[src/slf_pkg.sv]
// shared constants, types and helpers of the lvds output framer
package slf_pkg;
  // serial configuration register addresses
  localparam logic [6:0] REG_ROWS = 7'h01;
  localparam logic [6:0] REG_MODE = 7'h51;
  localparam logic [6:0] REG_TPW = 7'h59;
  localparam logic [6:0] REG_DIS = 7'h5C;
  localparam logic [6:0] REG_STAT = 7'h60;
  // values after reset
  localparam logic [15:0] ROWS_RST = 16'h0C00;
  localparam logic [11:0] TPW_RST = 12'h055;
  localparam logic [5:0] MODE_RST = 6'h00;
  localparam logic [1:0] DIS_RST = 2'h0;
  // mode and disable register fields
  localparam int MODE_MUX_LSB = 0;
  localparam int MODE_ONE_BIT = 3;
  localparam int MODE_BITS_LSB = 4;
  localparam int DIS_EVEN_BIT = 0;
  localparam int DIS_TOP_BIT = 1;
  // slot counts, sizes and fixed words
  localparam logic [7:0] BURST_LAST = 8'h7F;
  localparam logic [8:0] BURST_PIX = 9'h080;
  localparam logic [7:0] FOT_SLOTS = 8'h08;
  localparam logic [7:0] GAP_SLOTS = 8'h04;
  localparam logic [2:0] MUX_MAX = 3'h5;
  localparam int NCH = 64;
  localparam int SIDE_CH = 32;
  localparam int WMAX = 12;
  localparam logic [4:0] SPI_HDR = 5'h08;
  localparam logic [4:0] SPI_BITS = 5'h18;
  localparam logic [11:0] CTRL_IDLE = 12'h080;

  typedef struct packed {
    logic [3:0] zero_hi;
    logic marker;
    logic zero6;
    logic integrating_block_two;
    logic integrating_block_one;
    logic frame_overhead_flag;
    logic frame_valid_flag;
    logic row_valid_flag;
    logic pixel_valid_flag;
  } slf_ctrl_t;

  typedef struct packed {
    logic [15:0] row_bot;
    logic [15:0] row_top;
    logic [5:0] burst;
    logic [6:0] pix;
    logic valid;
  } slf_preq_t;

  typedef enum logic [2:0] {
    ST_IDLE = 3'b000,
    ST_FOT = 3'b001,
    ST_GAP = 3'b011,
    ST_BURST = 3'b010,
    ST_OH = 3'b110
  } slf_state_t;

  // word width from the bit mode code: 0 -> 8, 1 -> 10, else 12
  function automatic logic [3:0] bits_of(input logic [1:0] m);
    bits_of = (m == 2'h0) ? 4'h8 : ((m == 2'h1) ? 4'hA : 4'hC);
  endfunction

  function automatic logic [11:0] tp2_of(input logic [11:0] tp1);
    tp2_of = {4'h0, ~tp1[7:0]};
  endfunction

  // one-sided order: third and fourth of every four swap
  function automatic logic [15:0] map_row(input logic [15:0] n);
    map_row = {n[15:1], n[0] ^ n[1]} + 16'h0001;
  endfunction
endpackage

[src/slf_top.sv]
// lvds output framer: slot sequencer, lane muxing, training, control
// How it works
// - full mode: 64 channels, 128-pixel bursts
// - odd rows bottom, even rows top
// - rows per frame programmable, default 3072
// - sixteen per side: row in two bursts
// - even channels disableable in sixteen mode
// - one-sided: row per burst, bottom only
// - one-sided order swaps third, fourth rows
// - one-sided: top group disableable
// - control word every slot, pixel width
// - bits 0-2: pixel, row, frame valid
// - bit 3 overhead, bits 4-5 integration
// - bit 7 one, others zero; idle 0x080
// - fewer channels lengthen valid timing
// - training word on enabled lanes without valid pixel
// - training words use the pixel width
// - primary training word at address 89
// - secondary: low byte inverted, top zero
// - secondary only the slot before row
// - row valid, pixel invalid: primary only
// - lsb first, bit 0 in high phase
// - one gap slot between bursts
`timescale 1ns/1ps
module slf_top
  import slf_pkg::*;
(
  input wire logic sys_clk, // system clock, 40 MHz
  input wire logic nrst, // async reset, active low
  input wire logic link_clk, // forwarded ddr link clock pin
  input wire logic frm_req, // frame request pin, rising edge
  input wire logic integrating_block_one_in, // block one integrating, same clock
  input wire logic integrating_block_two_in, // block two integrating, same clock
  input wire logic spi_sclk, // config serial clock pin
  input wire logic spi_cs_n, // config chip select, active low
  input wire logic spi_mosi, // config serial data in
  output logic spi_miso, // config serial data out
  output logic spi_miso_oe, // config data out enable
  input wire logic [NCH-1:0][WMAX-1:0] pix_in, // pixels for pix_req
  output slf_preq_t pix_req, // rows and position wanted
  output logic [NCH-1:0] data_out, // serial data lanes
  output logic [NCH-1:0] data_oe, // lane powered and driven
  output logic ctrl_out, // serial control lane
  output logic [1:0] status_monitor_pins // {frame_valid_flag, row_valid_flag} of the slot
);

  logic [15:0] rows_reg;
  logic [5:0] mode_reg;
  logic [11:0] tpw_reg;
  logic [1:0] dis_reg;
  logic wr_stb;
  logic [6:0] cfg_addr;
  logic [15:0] cfg_wdata, cfg_rdata;

  slf_spi u_spi (
    .sys_clk(sys_clk),
    .nrst(nrst),
    .sclk(spi_sclk),
    .cs_n(spi_cs_n),
    .mosi(spi_mosi),
    .miso(spi_miso),
    .miso_oe(spi_miso_oe),
    .wr_stb(wr_stb),
    .addr(cfg_addr),
    .wdata(cfg_wdata),
    .rdata(cfg_rdata)
  );

  slf_state_t st_reg, st_next;
  logic [7:0] cnt_reg, cnt_next;
  logic [5:0] bidx_reg, bidx_next;
  logic [15:0] line_reg, line_next;
  logic pend_reg, pend_next;
  logic [1:0] inte_reg;
  slf_preq_t preq_next;
  logic lk_s1;
  logic [1:0] lk_s2;
  logic [2:0] fr_s;
  logic lk_rise, lk_fall, tick, frm_rise;

  // config reads; unmapped addresses read zero
  always_comb begin
    unique case (cfg_addr)
      REG_ROWS: cfg_rdata = rows_reg;
      REG_MODE: cfg_rdata = {10'h000, mode_reg};
      REG_TPW: cfg_rdata = {4'h0, tpw_reg};
      REG_DIS: cfg_rdata = {14'h0000, dis_reg};
      REG_STAT: cfg_rdata = {pend_reg, 4'h0, st_reg, bidx_reg, 2'h0};
      default: cfg_rdata = 16'h0000;
    endcase
  end

  // config writes; a full 24-bit frame updates one register
  always_ff @(posedge sys_clk or negedge nrst) begin
    if (!nrst) begin
      rows_reg <= ROWS_RST;
      mode_reg <= MODE_RST;
      tpw_reg <= TPW_RST;
      dis_reg <= DIS_RST;
    end else if (wr_stb) begin
      if (cfg_addr == REG_ROWS) rows_reg <= cfg_wdata;
      if (cfg_addr == REG_MODE) mode_reg <= cfg_wdata[5:0];
      if (cfg_addr == REG_TPW) tpw_reg <= cfg_wdata[11:0];
      if (cfg_addr == REG_DIS) dis_reg <= cfg_wdata[1:0];
    end
  end

  // decoded mode; mux codes above the one-channel case clamp there
  logic [2:0] mux_m;
  logic one_side;
  logic [5:0] nb;
  logic [4:0] lane_mask;
  logic [3:0] width;
  logic tp2_sel;
  logic [11:0] tp2_w;
  slf_ctrl_t ctrl_w;
  logic [NCH:0][WMAX-1:0] words;
  logic [NCH-1:0] lane_on;

  assign mux_m = (mode_reg[2:0] > MUX_MAX) ? MUX_MAX : mode_reg[2:0];
  assign one_side = mode_reg[MODE_ONE_BIT];
  assign nb = 6'h01 << mux_m;
  assign lane_mask = 5'(nb - 6'h01);
  assign width = bits_of(mode_reg[MODE_BITS_LSB +: 2]);
  assign tp2_sel = (st_reg == ST_GAP) && (cnt_reg == 8'h00);
  assign tp2_w = tp2_of(tpw_reg);

  // control word of the slot being prepared
  always_comb begin
    ctrl_w = slf_ctrl_t'(CTRL_IDLE);
    ctrl_w.integrating_block_one = inte_reg[0];
    ctrl_w.integrating_block_two = inte_reg[1];
    ctrl_w.frame_overhead_flag = (st_reg == ST_FOT);
    ctrl_w.frame_valid_flag = (st_reg == ST_GAP) || (st_reg == ST_BURST) ||
                  (st_reg == ST_OH);
    ctrl_w.row_valid_flag = (st_reg == ST_BURST) || (st_reg == ST_OH);
    ctrl_w.pixel_valid_flag = (st_reg == ST_BURST);
  end

  // lane words: zero on disabled lanes, pixels on active lanes, training everywhere else
  always_comb begin
    for (int i = 0; i < NCH; i++) begin
      lane_on[i] = !(dis_reg[DIS_EVEN_BIT] && i[0]) &&
                   !(dis_reg[DIS_TOP_BIT] && i >= SIDE_CH);
      if (!lane_on[i]) begin
        words[i] = 12'h000;
      end else if (ctrl_w.pixel_valid_flag && (i[4:0] & lane_mask) == 5'h00 &&
                   (i < SIDE_CH || !one_side)) begin
        words[i] = pix_in[i];
      end else if (tp2_sel) begin
        words[i] = tp2_w;
      end else begin
        words[i] = tpw_reg;
      end
    end
    words[NCH] = ctrl_w;
  end

  slf_ser #(.LANES(NCH + 1), .W(WMAX)) u_ser (
    .sys_clk(sys_clk),
    .nrst(nrst),
    .lk_rise(lk_rise),
    .lk_fall(lk_fall),
    .width(width),
    .words(words),
    .tick(tick),
    .lane_out({ctrl_out, data_out})
  );

  // link clock and frame request pass two flops before use
  assign lk_rise = lk_s2[0] & ~lk_s2[1];
  assign lk_fall = ~lk_s2[0] & lk_s2[1];
  assign frm_rise = fr_s[1] & ~fr_s[2];

  // slot sequencer, advanced once per word taken by the serializer
  logic [16:0] sent_w;
  always_comb begin
    st_next = st_reg;
    cnt_next = cnt_reg;
    bidx_next = bidx_reg;
    line_next = line_reg;
    pend_next = pend_reg | frm_rise;
    sent_w = one_side ? {1'b0, line_reg} + 17'h00001 :
             {line_reg, 1'b0} + 17'h00002;
    if (tick) begin
      unique case (st_reg)
        ST_IDLE: begin
          if (pend_reg) begin
            st_next = ST_FOT;
            cnt_next = FOT_SLOTS - 8'h01;
            line_next = 16'h0000;
            pend_next = frm_rise;
          end
        end
        ST_FOT, ST_GAP: begin
          if (cnt_reg != 8'h00) begin
            cnt_next = cnt_reg - 8'h01;
          end else if (st_reg == ST_FOT) begin
            st_next = ST_GAP;
            cnt_next = GAP_SLOTS - 8'h01;
          end else begin
            st_next = ST_BURST;
            cnt_next = BURST_LAST;
            bidx_next = 6'h00;
          end
        end
        ST_BURST: begin
          if (cnt_reg != 8'h00) begin
            cnt_next = cnt_reg - 8'h01;
          end else if (bidx_reg != nb - 6'h01) begin
            st_next = ST_OH;
          end else if (sent_w >= {1'b0, rows_reg}) begin
            st_next = ST_IDLE;
          end else begin
            st_next = ST_GAP;
            cnt_next = GAP_SLOTS - 8'h01;
            line_next = line_reg + 16'h0001;
          end
        end
        ST_OH: begin
          st_next = ST_BURST;
          cnt_next = BURST_LAST;
          bidx_next = bidx_reg + 6'h01;
        end
      endcase
    end
  end

  // pixel request tracks the slot that is being prepared
  always_comb begin
    preq_next.valid = (st_next == ST_BURST);
    preq_next.burst = bidx_next;
    preq_next.pix = 7'(BURST_LAST - cnt_next);
    if (one_side) begin
      preq_next.row_bot = map_row(line_next);
      preq_next.row_top = 16'h0000;
    end else begin
      preq_next.row_bot = {line_next[14:0], 1'b1};
      preq_next.row_top = {line_next[14:0], 1'b0} + 16'h0002;
    end
  end

  always_ff @(posedge sys_clk or negedge nrst) begin
    if (!nrst) begin
      st_reg <= ST_IDLE;
      cnt_reg <= 8'h00;
      bidx_reg <= 6'h00;
      line_reg <= 16'h0000;
      pend_reg <= 1'b0;
      inte_reg <= 2'h0;
      pix_req <= '0;
      data_oe <= '0;
      status_monitor_pins <= 2'h0;
      lk_s1 <= 1'b0;
      lk_s2 <= 2'h0;
      fr_s <= 3'h0;
    end else begin
      st_reg <= st_next;
      cnt_reg <= cnt_next;
      bidx_reg <= bidx_next;
      line_reg <= line_next;
      pend_reg <= pend_next;
      inte_reg <= {integrating_block_two_in, integrating_block_one_in};
      pix_req <= preq_next;
      data_oe <= lane_on;
      status_monitor_pins <= {ctrl_w.frame_valid_flag, ctrl_w.row_valid_flag};
      lk_s1 <= link_clk;
      lk_s2 <= {lk_s2[0], lk_s1};
      fr_s <= {fr_s[1:0], frm_req};
    end
  end

  // helper: slots of pixel-valid counted per burst
  logic [8:0] dv_cnt;
  always_ff @(posedge sys_clk or negedge nrst) begin
    if (!nrst) begin
      dv_cnt <= 9'h000;
    end else if (tick) begin
      dv_cnt <= ctrl_w.pixel_valid_flag ? dv_cnt + 9'h001 : 9'h000;
    end
  end
endmodule

[src/slf_spi.sv]
// serial configuration port slave, mode 0, msb first
`timescale 1ns/1ps
module slf_spi
  import slf_pkg::*;
(
  input wire logic sys_clk, // system clock
  input wire logic nrst, // async reset, active low
  input wire logic sclk, // serial clock pin
  input wire logic cs_n, // chip select pin, active low
  input wire logic mosi, // serial data in pin
  output logic miso, // serial data out
  output logic miso_oe, // data out enable
  output logic wr_stb, // one-cycle write strobe
  output logic [6:0] addr, // register address of the frame
  output logic [15:0] wdata, // write data
  input wire logic [15:0] rdata // read data for addr
);
  logic [2:0] s1_reg, s2_reg, s2_next;
  logic s3_reg;
  logic [4:0] cnt_reg, cnt_next;
  logic [23:0] sh_reg, sh_next;
  logic [15:0] osh_reg, osh_next;
  logic [6:0] addr_next;
  logic wr_next, miso_next, oe_next;
  logic rise, fall;

  // pins pass two flops; edges only from the second stage
  assign s2_next = s1_reg;
  assign rise = s2_reg[2] & ~s3_reg;
  assign fall = ~s2_reg[2] & s3_reg;

  // shift, decode header, load read data one edge later
  always_comb begin
    cnt_next = cnt_reg;
    sh_next = sh_reg;
    osh_next = osh_reg;
    addr_next = addr;
    wr_next = 1'b0;
    miso_next = miso;
    oe_next = ~s2_reg[1];
    if (s2_reg[1]) begin
      cnt_next = 5'h00;
    end else if (rise) begin
      sh_next = {sh_reg[22:0], s2_reg[0]};
      cnt_next = cnt_reg + 5'h01;
      if (cnt_next == SPI_HDR) begin
        addr_next = sh_next[6:0];
      end
      if (cnt_next == SPI_BITS && sh_next[23]) begin
        wr_next = 1'b1;
      end
    end else if (fall && cnt_reg >= SPI_HDR) begin
      if (cnt_reg == SPI_HDR) begin
        miso_next = rdata[15];
        osh_next = {rdata[14:0], 1'b0};
      end else begin
        miso_next = osh_reg[15];
        osh_next = {osh_reg[14:0], 1'b0};
      end
    end
  end

  always_ff @(posedge sys_clk or negedge nrst) begin
    if (!nrst) begin
      s1_reg <= 3'h2;
      s2_reg <= 3'h2;
      s3_reg <= 1'b0;
      cnt_reg <= 5'h00;
      sh_reg <= 24'h000000;
      osh_reg <= 16'h0000;
      addr <= 7'h00;
      wr_stb <= 1'b0;
      wdata <= 16'h0000;
      miso <= 1'b0;
      miso_oe <= 1'b0;
    end else begin
      s1_reg <= {sclk, cs_n, mosi};
      s2_reg <= s2_next;
      s3_reg <= s2_reg[2];
      cnt_reg <= cnt_next;
      sh_reg <= sh_next;
      osh_reg <= osh_next;
      addr <= addr_next;
      wr_stb <= wr_next;
      wdata <= sh_next[15:0];
      miso <= miso_next;
      miso_oe <= oe_next;
    end
  end
endmodule

[src/slf_ser.sv]
// shared-counter serializer for all data lanes and the control lane
`timescale 1ns/1ps
module slf_ser
  import slf_pkg::*;
#(
  parameter int LANES = 65,
  parameter int W = 12
)(
  input wire logic sys_clk, // system clock
  input wire logic nrst, // async reset, active low
  input wire logic lk_rise, // link clock rising edge seen
  input wire logic lk_fall, // link clock falling edge seen
  input wire logic [3:0] width, // bits per word
  input wire logic [LANES-1:0][W-1:0] words, // next word per lane
  output logic tick, // pulse: words taken
  output logic [LANES-1:0] lane_out // serial bit per lane
);
  logic [3:0] bit_reg, bit_next;
  logic [LANES-1:0][W-1:0] sh_reg, sh_next;
  logic [LANES-1:0] out_next;
  logic tick_next;

  // word starts on a rising edge: even widths keep bit 0 high-phase
  always_comb begin
    bit_next = bit_reg;
    sh_next = sh_reg;
    out_next = lane_out;
    tick_next = 1'b0;
    if (lk_rise && bit_reg == 4'h0) begin
      tick_next = 1'b1;
      bit_next = 4'h1;
      for (int i = 0; i < LANES; i++) begin
        out_next[i] = words[i][0];
        sh_next[i] = words[i] >> 1;
      end
    end else if ((lk_rise || lk_fall) && bit_reg != 4'h0) begin
      bit_next = (bit_reg == width - 4'h1) ? 4'h0 : bit_reg + 4'h1;
      for (int i = 0; i < LANES; i++) begin
        out_next[i] = sh_reg[i][0];
        sh_next[i] = sh_reg[i] >> 1;
      end
    end
  end

  always_ff @(posedge sys_clk or negedge nrst) begin
    if (!nrst) begin
      bit_reg <= 4'h0;
      sh_reg <= '0;
      lane_out <= '0;
      tick <= 1'b0;
    end else begin
      bit_reg <= bit_next;
      sh_reg <= sh_next;
      lane_out <= out_next;
      tick <= tick_next;
    end
  end
endmodule

[config.mk]
export PLATFORM = sky130hd
export DESIGN_NAME = slf_top
export DESIGN_NICKNAME = d
export VERILOG_FILES = /design/src/slf_pkg.sv /design/src/slf_top.sv /design/src/slf_spi.sv /design/src/slf_ser.sv
export SDC_FILE = /design/constraint.sdc
export NUM_CORES = 2
export LEC_CHECK = 0
export ABC_AREA = 1
export ABC_CLOCK_PERIOD_IN_PS = 5900
export BUFFER_PORTS_ARGS = -buffer_cell sky130_fd_sc_hd__buf_2
export CORE_AREA = 2 2 377 379
export CTS_BUF_LIST = sky130_fd_sc_hd__clkbuf_2 sky130_fd_sc_hd__clkbuf_4 sky130_fd_sc_hd__clkbuf_8
export CTS_CLUSTER_SIZE = 30
export DETAILED_ROUTE_END_ITERATION = 7
export DIE_AREA = 0 0 379 381
export PLACE_DENSITY = 0.6
export RECOVER_POWER = 100
export SYNTH_ARGS = -nofsm -noshare
export SYNTH_HDL_FRONTEND = slang
export SYNTH_SLANG_ARGS = --single-unit
[constraint.sdc]
create_clock -name sys_clk -period 5.9 [get_ports sys_clk]
set_input_delay 1.18 -clock sys_clk [delete_from_list [all_inputs] [get_ports sys_clk]]
set_output_delay 1.18 -clock sys_clk [all_outputs]
set_load 0.03 [all_outputs]
-- After elaboration in Yosys (flattened, before gate mapping)
Index checks and enable logic that the tools add are counted.
- word-level logic and storage cells: 434
- bits of input ports: 777
- output and inout bits: 179
- bits in registers: 1095
- add/sub/neg operators: 12
- bitwise operators: 15
- shift operators: 1
- $lt $le $gt $ge: 3
- equal/unequal tests: 18
- reduce and logical (&&, ||, !) cells: 125
- mux-type cells: 162
- operators by type and width (kind ; number):
    $mux 780 ; 2
    $mux 12 ; 113
    $logic_not 5->1 ; 31
    $mux 65 ; 2
    $mux 16 ; 6
    $pmux 16 s5 ; 1
    $logic_and 1x1->1 ; 69
    $mux 8 ; 6
    $add 16x1->16 const B ; 2
    $mux 32 ; 1
    $pmux 16 s2 ; 1
    $pmux 8 s4 ; 1
    $eq 7x7->1 const B ; 4
    $mux 3 ; 8
    $add 16x1->17 const B ; 1
    $add 17x2->17 const B ; 1
    $ge 17x16->1 ; 1
    $mux 17 ; 1
    $add 16x2->16 const B ; 1
    $mux 4 ; 3
    $mux 6 ; 2
    $pmux 3 s4 ; 1
    $pmux 6 s2 ; 1
    $eq 5x4->1 const B ; 2
    other kinds (41) ; 75

-- Logic depth before layout (Yosys ltp)
- word-level depth: 12
- mapped depth: 36
- depth with buffers taken out: 36

-- Cells and area by module
From an unflattened synthesis, not the netlist that was laid out.
- cells, all modules: 6514
- area, all modules: 49835.3 um2
- by module, submodules not included (module ; area each (um2) ; cells an instance ; times used ; sequential area each (um2)):
    slf_ser ; 31778.0 ; 3364 ; 1 ; 19643.8
    slf_top ; 15414.8 ; 2836 ; 1 ; 3085.5
    slf_spi ; 2642.5 ; 314 ; 1 ; 1503.9

-- Least setup slack after synthesis
OpenSTA, ideal clock, no wires.
- path kind: reg2reg
- start point: reg line_reg[0]
- end point: reg pix_req[37] in the netlist's numbering
- cell stages (with the launch flop): 31
- buffers on the path: 1
- period minus slack after synthesis: 3967 ps
- slack: 1933 ps
- required time: 5778 ps
- library setup time: 122 ps
- arrival: 3846 ps
- cells stage by stage: dfrtp_1 > ha_1 > nand4_1 > nor2_1 > inv_1 > nor2_1 > nand2_1 > xor2_1 > mux2i_1 > ha_1 > nand2_1 > inv_1 > nand2_1 > nor2_1 > a21oi_1 > nand2_1 > nand2_1 > nand2_1 > nand2_2 > clkbuf_1 > nand4_1 > nand3_1 > nand2_1 > ha_1 > inv_1 > nand3_1 > nor2_2 > nand2_1 > nand2_1 > nand2_1 > xor2_1
- RTL lines (what ; line ; text):
    start, declared ; slf_top.sv:72 ; logic [15:0] line_reg, line_next;
    start signal, assigned ; slf_top.sv:261 ; line_reg <= line_next;
    end signal, assigned ; slf_top.sv:264 ; pix_req <= preq_next;
    end, declared ; slf_top.sv:40 ; output slf_preq_t pix_req,

-- Worst setup path in the final report
- start point: reg u_ser.bit_reg[1]
- end point: reg u_ser.sh_reg[596] in the netlist's numbering
- longest elaborated chain between the ends: 3
- elaborated cells between the ends (all ways): 6
- those cells by class: mux: 1; reduce/logical: 5
- RTL lines (what ; line ; text):
    start, declared ; slf_ser.sv:18 ; logic [3:0] bit_reg, bit_next;
    start signal, assigned ; slf_ser.sv:52 ; bit_reg <= bit_next;
    $logic_not 4->1 or $reduce_bool 4->1 (tied branches) ; slf_ser.sv:29, slf_ser.sv:36 ;
    $logic_and 1x1->1, on equally long branches ; slf_ser.sv:29, slf_ser.sv:36 ;
    $mux 780 or $reduce_bool 2->1 (tied branches) ; n/a ;
    end signal, assigned ; slf_ser.sv:53 ; sh_reg <= sh_next;
    end, declared ; slf_ser.sv:19 ; logic [LANES-1:0][W-1:0] sh_reg, sh_next;
Several ways; a longest one is shown, not always the timed one.
A chain may end at the register's enable or synchronous reset.

==> summary.md <==
| Metric | Value |
|---|---|
| Yosys top cell by area | `dfrtp_1` |
| Routed wl met2 | `approximately 92 mm` |
| Hold path start | `u_spi.s1_reg[0]` |
| H-tree depth | `4` |
| Antenna-violating nets left | `0` |
| Ys Warns | `0` |
| Clock skew | `0.0517 ns` |
| Final-report hold violation count | `0` |
| Fmax | `roughly 190 MHz` |
| Final RePlAce weighted congestion | `0.908` |
| Power density over the cells | `roughly 400 mW/mm²` |
| Drt wl/cell | `around 23 µm` |
| Rows | `138` |
| Final WS setup | `between 0.5 and 0.6 ns` |
| # IOs | `roughly 960` |
| Sequential fraction of the synthesis area | `about half` |
| Vias | `approximately 49000` |
| Post_cts resized | `0` |
| Die W | `roughly 380 µm` |
| Number of enable flip-flop cells after synthesis | `0` |
| Syn Nets | `~7100` |
| Number of global-route vias before repair | `about 47000` |
| Asr flop ratio synth | `100%` |
| HPWL Detailed | `roughly 140 mm` |
| Setup CP Type | `register to register` |
| Commonest non-fill, non-tap cell in the layout | `nand2_1` |
| Final layout net count | `about 7800` |
| Core area | `roughly 0.14 mm²` |
| Critical path peak fanout | `167` |
| Comb pwr share | `roughly 31%` |
| Reg clk slew, reported paths | `around 0.06 ns` |
| Area contributors post-synth | `dfrtp_1 (48%), nand2_1 (11%), o21ai_0 (8.2%)` |
| Synthesized instance count | `between 6000 and 7000` |
| Worst Setup SP | `u_ser.bit_reg[1]` |
| Commonest non-fill, non-tap cells in the layout | `nand2_1 (1428), dfrtp_1 (955), o21ai_0 (859)` |
| DR top layer | `met5` |
| Sequential power share | `approximately two fifths` |
| DR iter-0 viols | `just over 5000` |
| Ys flop type | `dfrtp_1` |
| Initial antenna violation count | `88` |
| Int Power | `about 15000 µW` |
| Vias/cell | `around 5.4` |
| Layout cells sized above 1 | `around 18%` |
| Clock buffer count from CTS | `175` |
| Synth top area share | `between 40% and 50%` |
| Die H | `about 380 µm` |
| Area grow syn2layout | `18.9%` |
| Met1 WL | `between 80 and 90 mm` |
| # setup viols final | `0` |
| First-pass GRT wire length | `roughly 300 mm` |
| Worst-Skew Late Latency | `just over 0.9 ns` |
| Max-slew headroom | `-114%` |
| Max reg flops | `711` |
| Filler cells | `~15000` |
| Sw Share | `38.7%` |
| Worst R2R Start | `u_ser.bit_reg[1]` |
| First drt pass iteration count | `6` |
| Number of setup buffers added after CTS | `0` |
| Synth unique cells | `53` |
| Final Max Tran Viols | `1441` |
| Leak Pwr | `0.0272 µW` |
| Synthesized area | `~0.05 mm²` |
| Crit path capture type | `register` |
| Max-Cap Viols | `16` |
| Final period utilization | `about 90%` |
| Overall Power | `between 20000 and 25000 µW` |
| Peak supply drop | `between 200 and 300 µV` |
| Tot GR Track Use | `~28%` |
| DRC | `0` |
| Failing checks | `capacitance limit, slew limit` |
| Least-Margin Pin Slew | `3.20 ns` |
| Hold Crit Class | `register to register` |
| Worst EP arrival | `6.05 ns` |
| Wirelength, routed | `slightly above 200 mm` |
| Crit path launch type | `register` |
| CTS max path bufs | `3` |
| Hold buffer count at CTS | `0` |
| Total grt overflow | `0` |
| Die Area | `approximately 0.14 mm²` |
| Fin crit period | `5.32 ns` |
| Initial core utilization | `35.3%` |
| Clock power share | `approximately 30%` |
| Flop and latch count out of synthesis | `964` |
| CTS root buffer | `clkbuf_8` |
| Net Switching | `9170 µW` |
| Worst EP required | `between 6 and 7 ns` |
| CTS tree | `done` |
| RSZ-0062 raised after global routing | `no` |
| Met3 wire len | `roughly 17 mm` |
| Total negative setup slack | `0 ns` |
| Port-buffer cells | `954` |
| Syn Area/Cell | `around 7.9 µm²` |
| CTS sink cnt | `just under 1000` |
| Post-Place Worst Slack | `about 0.86 ns` |
| Largest net degree at the start of global routing | `roughly 230` |
| Status | `finished with violations` |
-- worst max-delay path, stage by stage (launching register included) --
cell      delay [ns]
dfrtp_1         0.41
inv_1           0.12
ha_1            0.29
a21oi_4         0.08
buf_4           0.32
inv_6           0.41
nand2_4         0.23
inv_2           2.21
clkbuf_2        0.70
o21ai_0         0.20
-- cell type report --
class	count	area [µm²]	share of cell area (%)
sequential	964	24100	40.9
multi-input combinational	4296	21300	36.1
timing repair buffer	1042	5270	8.93
clock buffer	279	3510	5.94
tap	1890	2360	4.01
inverter	510	1920	3.26
clock inverter	42	397	0.672
antenna	52	130	0.220
-- cell usage after synthesis, drive strengths merged, types with 3 or more instances --
library cell / n
a22oi: 178
nor4: 3
buf: 137
nand3: 327
nor3: 14
a221o: 20
a21oi: 577
dfrtp: 956
dfstp: 8
a221oi: 11
o21a: 6
o311ai: 3
nand4: 27
o21ai: 864
mux2i: 5
o221ai: 153
ha: 26
clkbuf: 400
inv: 508
o31ai: 3
o22ai: 75
nand2: 1461
a211oi: 6
xor2: 23
o211ai: 76
nor2: 413
a31oi: 9
-- path summary, 6_finish.rpt --
kind	to	slack, ns	cells after the start
max	u_ser.sh_reg[596]	0.58	9
min	u_spi.s2_reg[0]	0.35	0
max reg2reg	u_ser.sh_reg[596]	0.58	9
min reg2reg	u_spi.s2_reg[0]	0.35	0
max in group asynchronous	u_ser.sh_reg[559]	1.06	2
min in group asynchronous	pix_req[36]	1.16	1
-- power groups by stage --
stage          Sequential (µW)  Combinational [µW]  Clock, µW
2_1_floorplan             9590                4490          0
3_3_place_gp              9390                7180          0
3_5_place_dp              9430                7260          0
4_1_cts                   9330                7290       7210
5_1_grt                   9540                8020       7510
6_report                  9370                7240       7060
-- metrics by stage --
stage | instances | util [%] | instance area [µm²] | hold WS, ns
floorplan | 6307 | - | 49600 | 0.331
global placement | 8702 | 39.5 | 55500 | 0.337
detailed placement | 8702 | 39.5 | 55500 | 0.340
CTS | 9023 | 42.2 | 59400 | 0.257
global route | 9058 | 42.0 | 59000 | 0.285
finish | 9075 | 42.0 | 59000 | 0.345
-- logic make-up (layout without fill, tap and decap cells) --
family	Yosys count	count (layout)	synth area share [%]
AOI/OAI and AO/OA	1985	1985	23.1
xor gates and xnor gates	25	25	0.441
adders and majority gates	26	26	0.655
buffers and inverters	1047	1873	8.51
DFF	964	964	48.6
muxes	5	5	0.101
other	2	54	0.0151
and+or+nand+nor	2253	2253	18.6
-- metal layers --
layer / track usage (%) / up-vias
met2: 41.7 / 2115
met4: 12.3 / 42
met1: 38.2 / 23940
li1: - / 22744
met5: 0 / -
met3: 6.49 / 440
No activity file was read; power rests on OpenSTA's default activity.
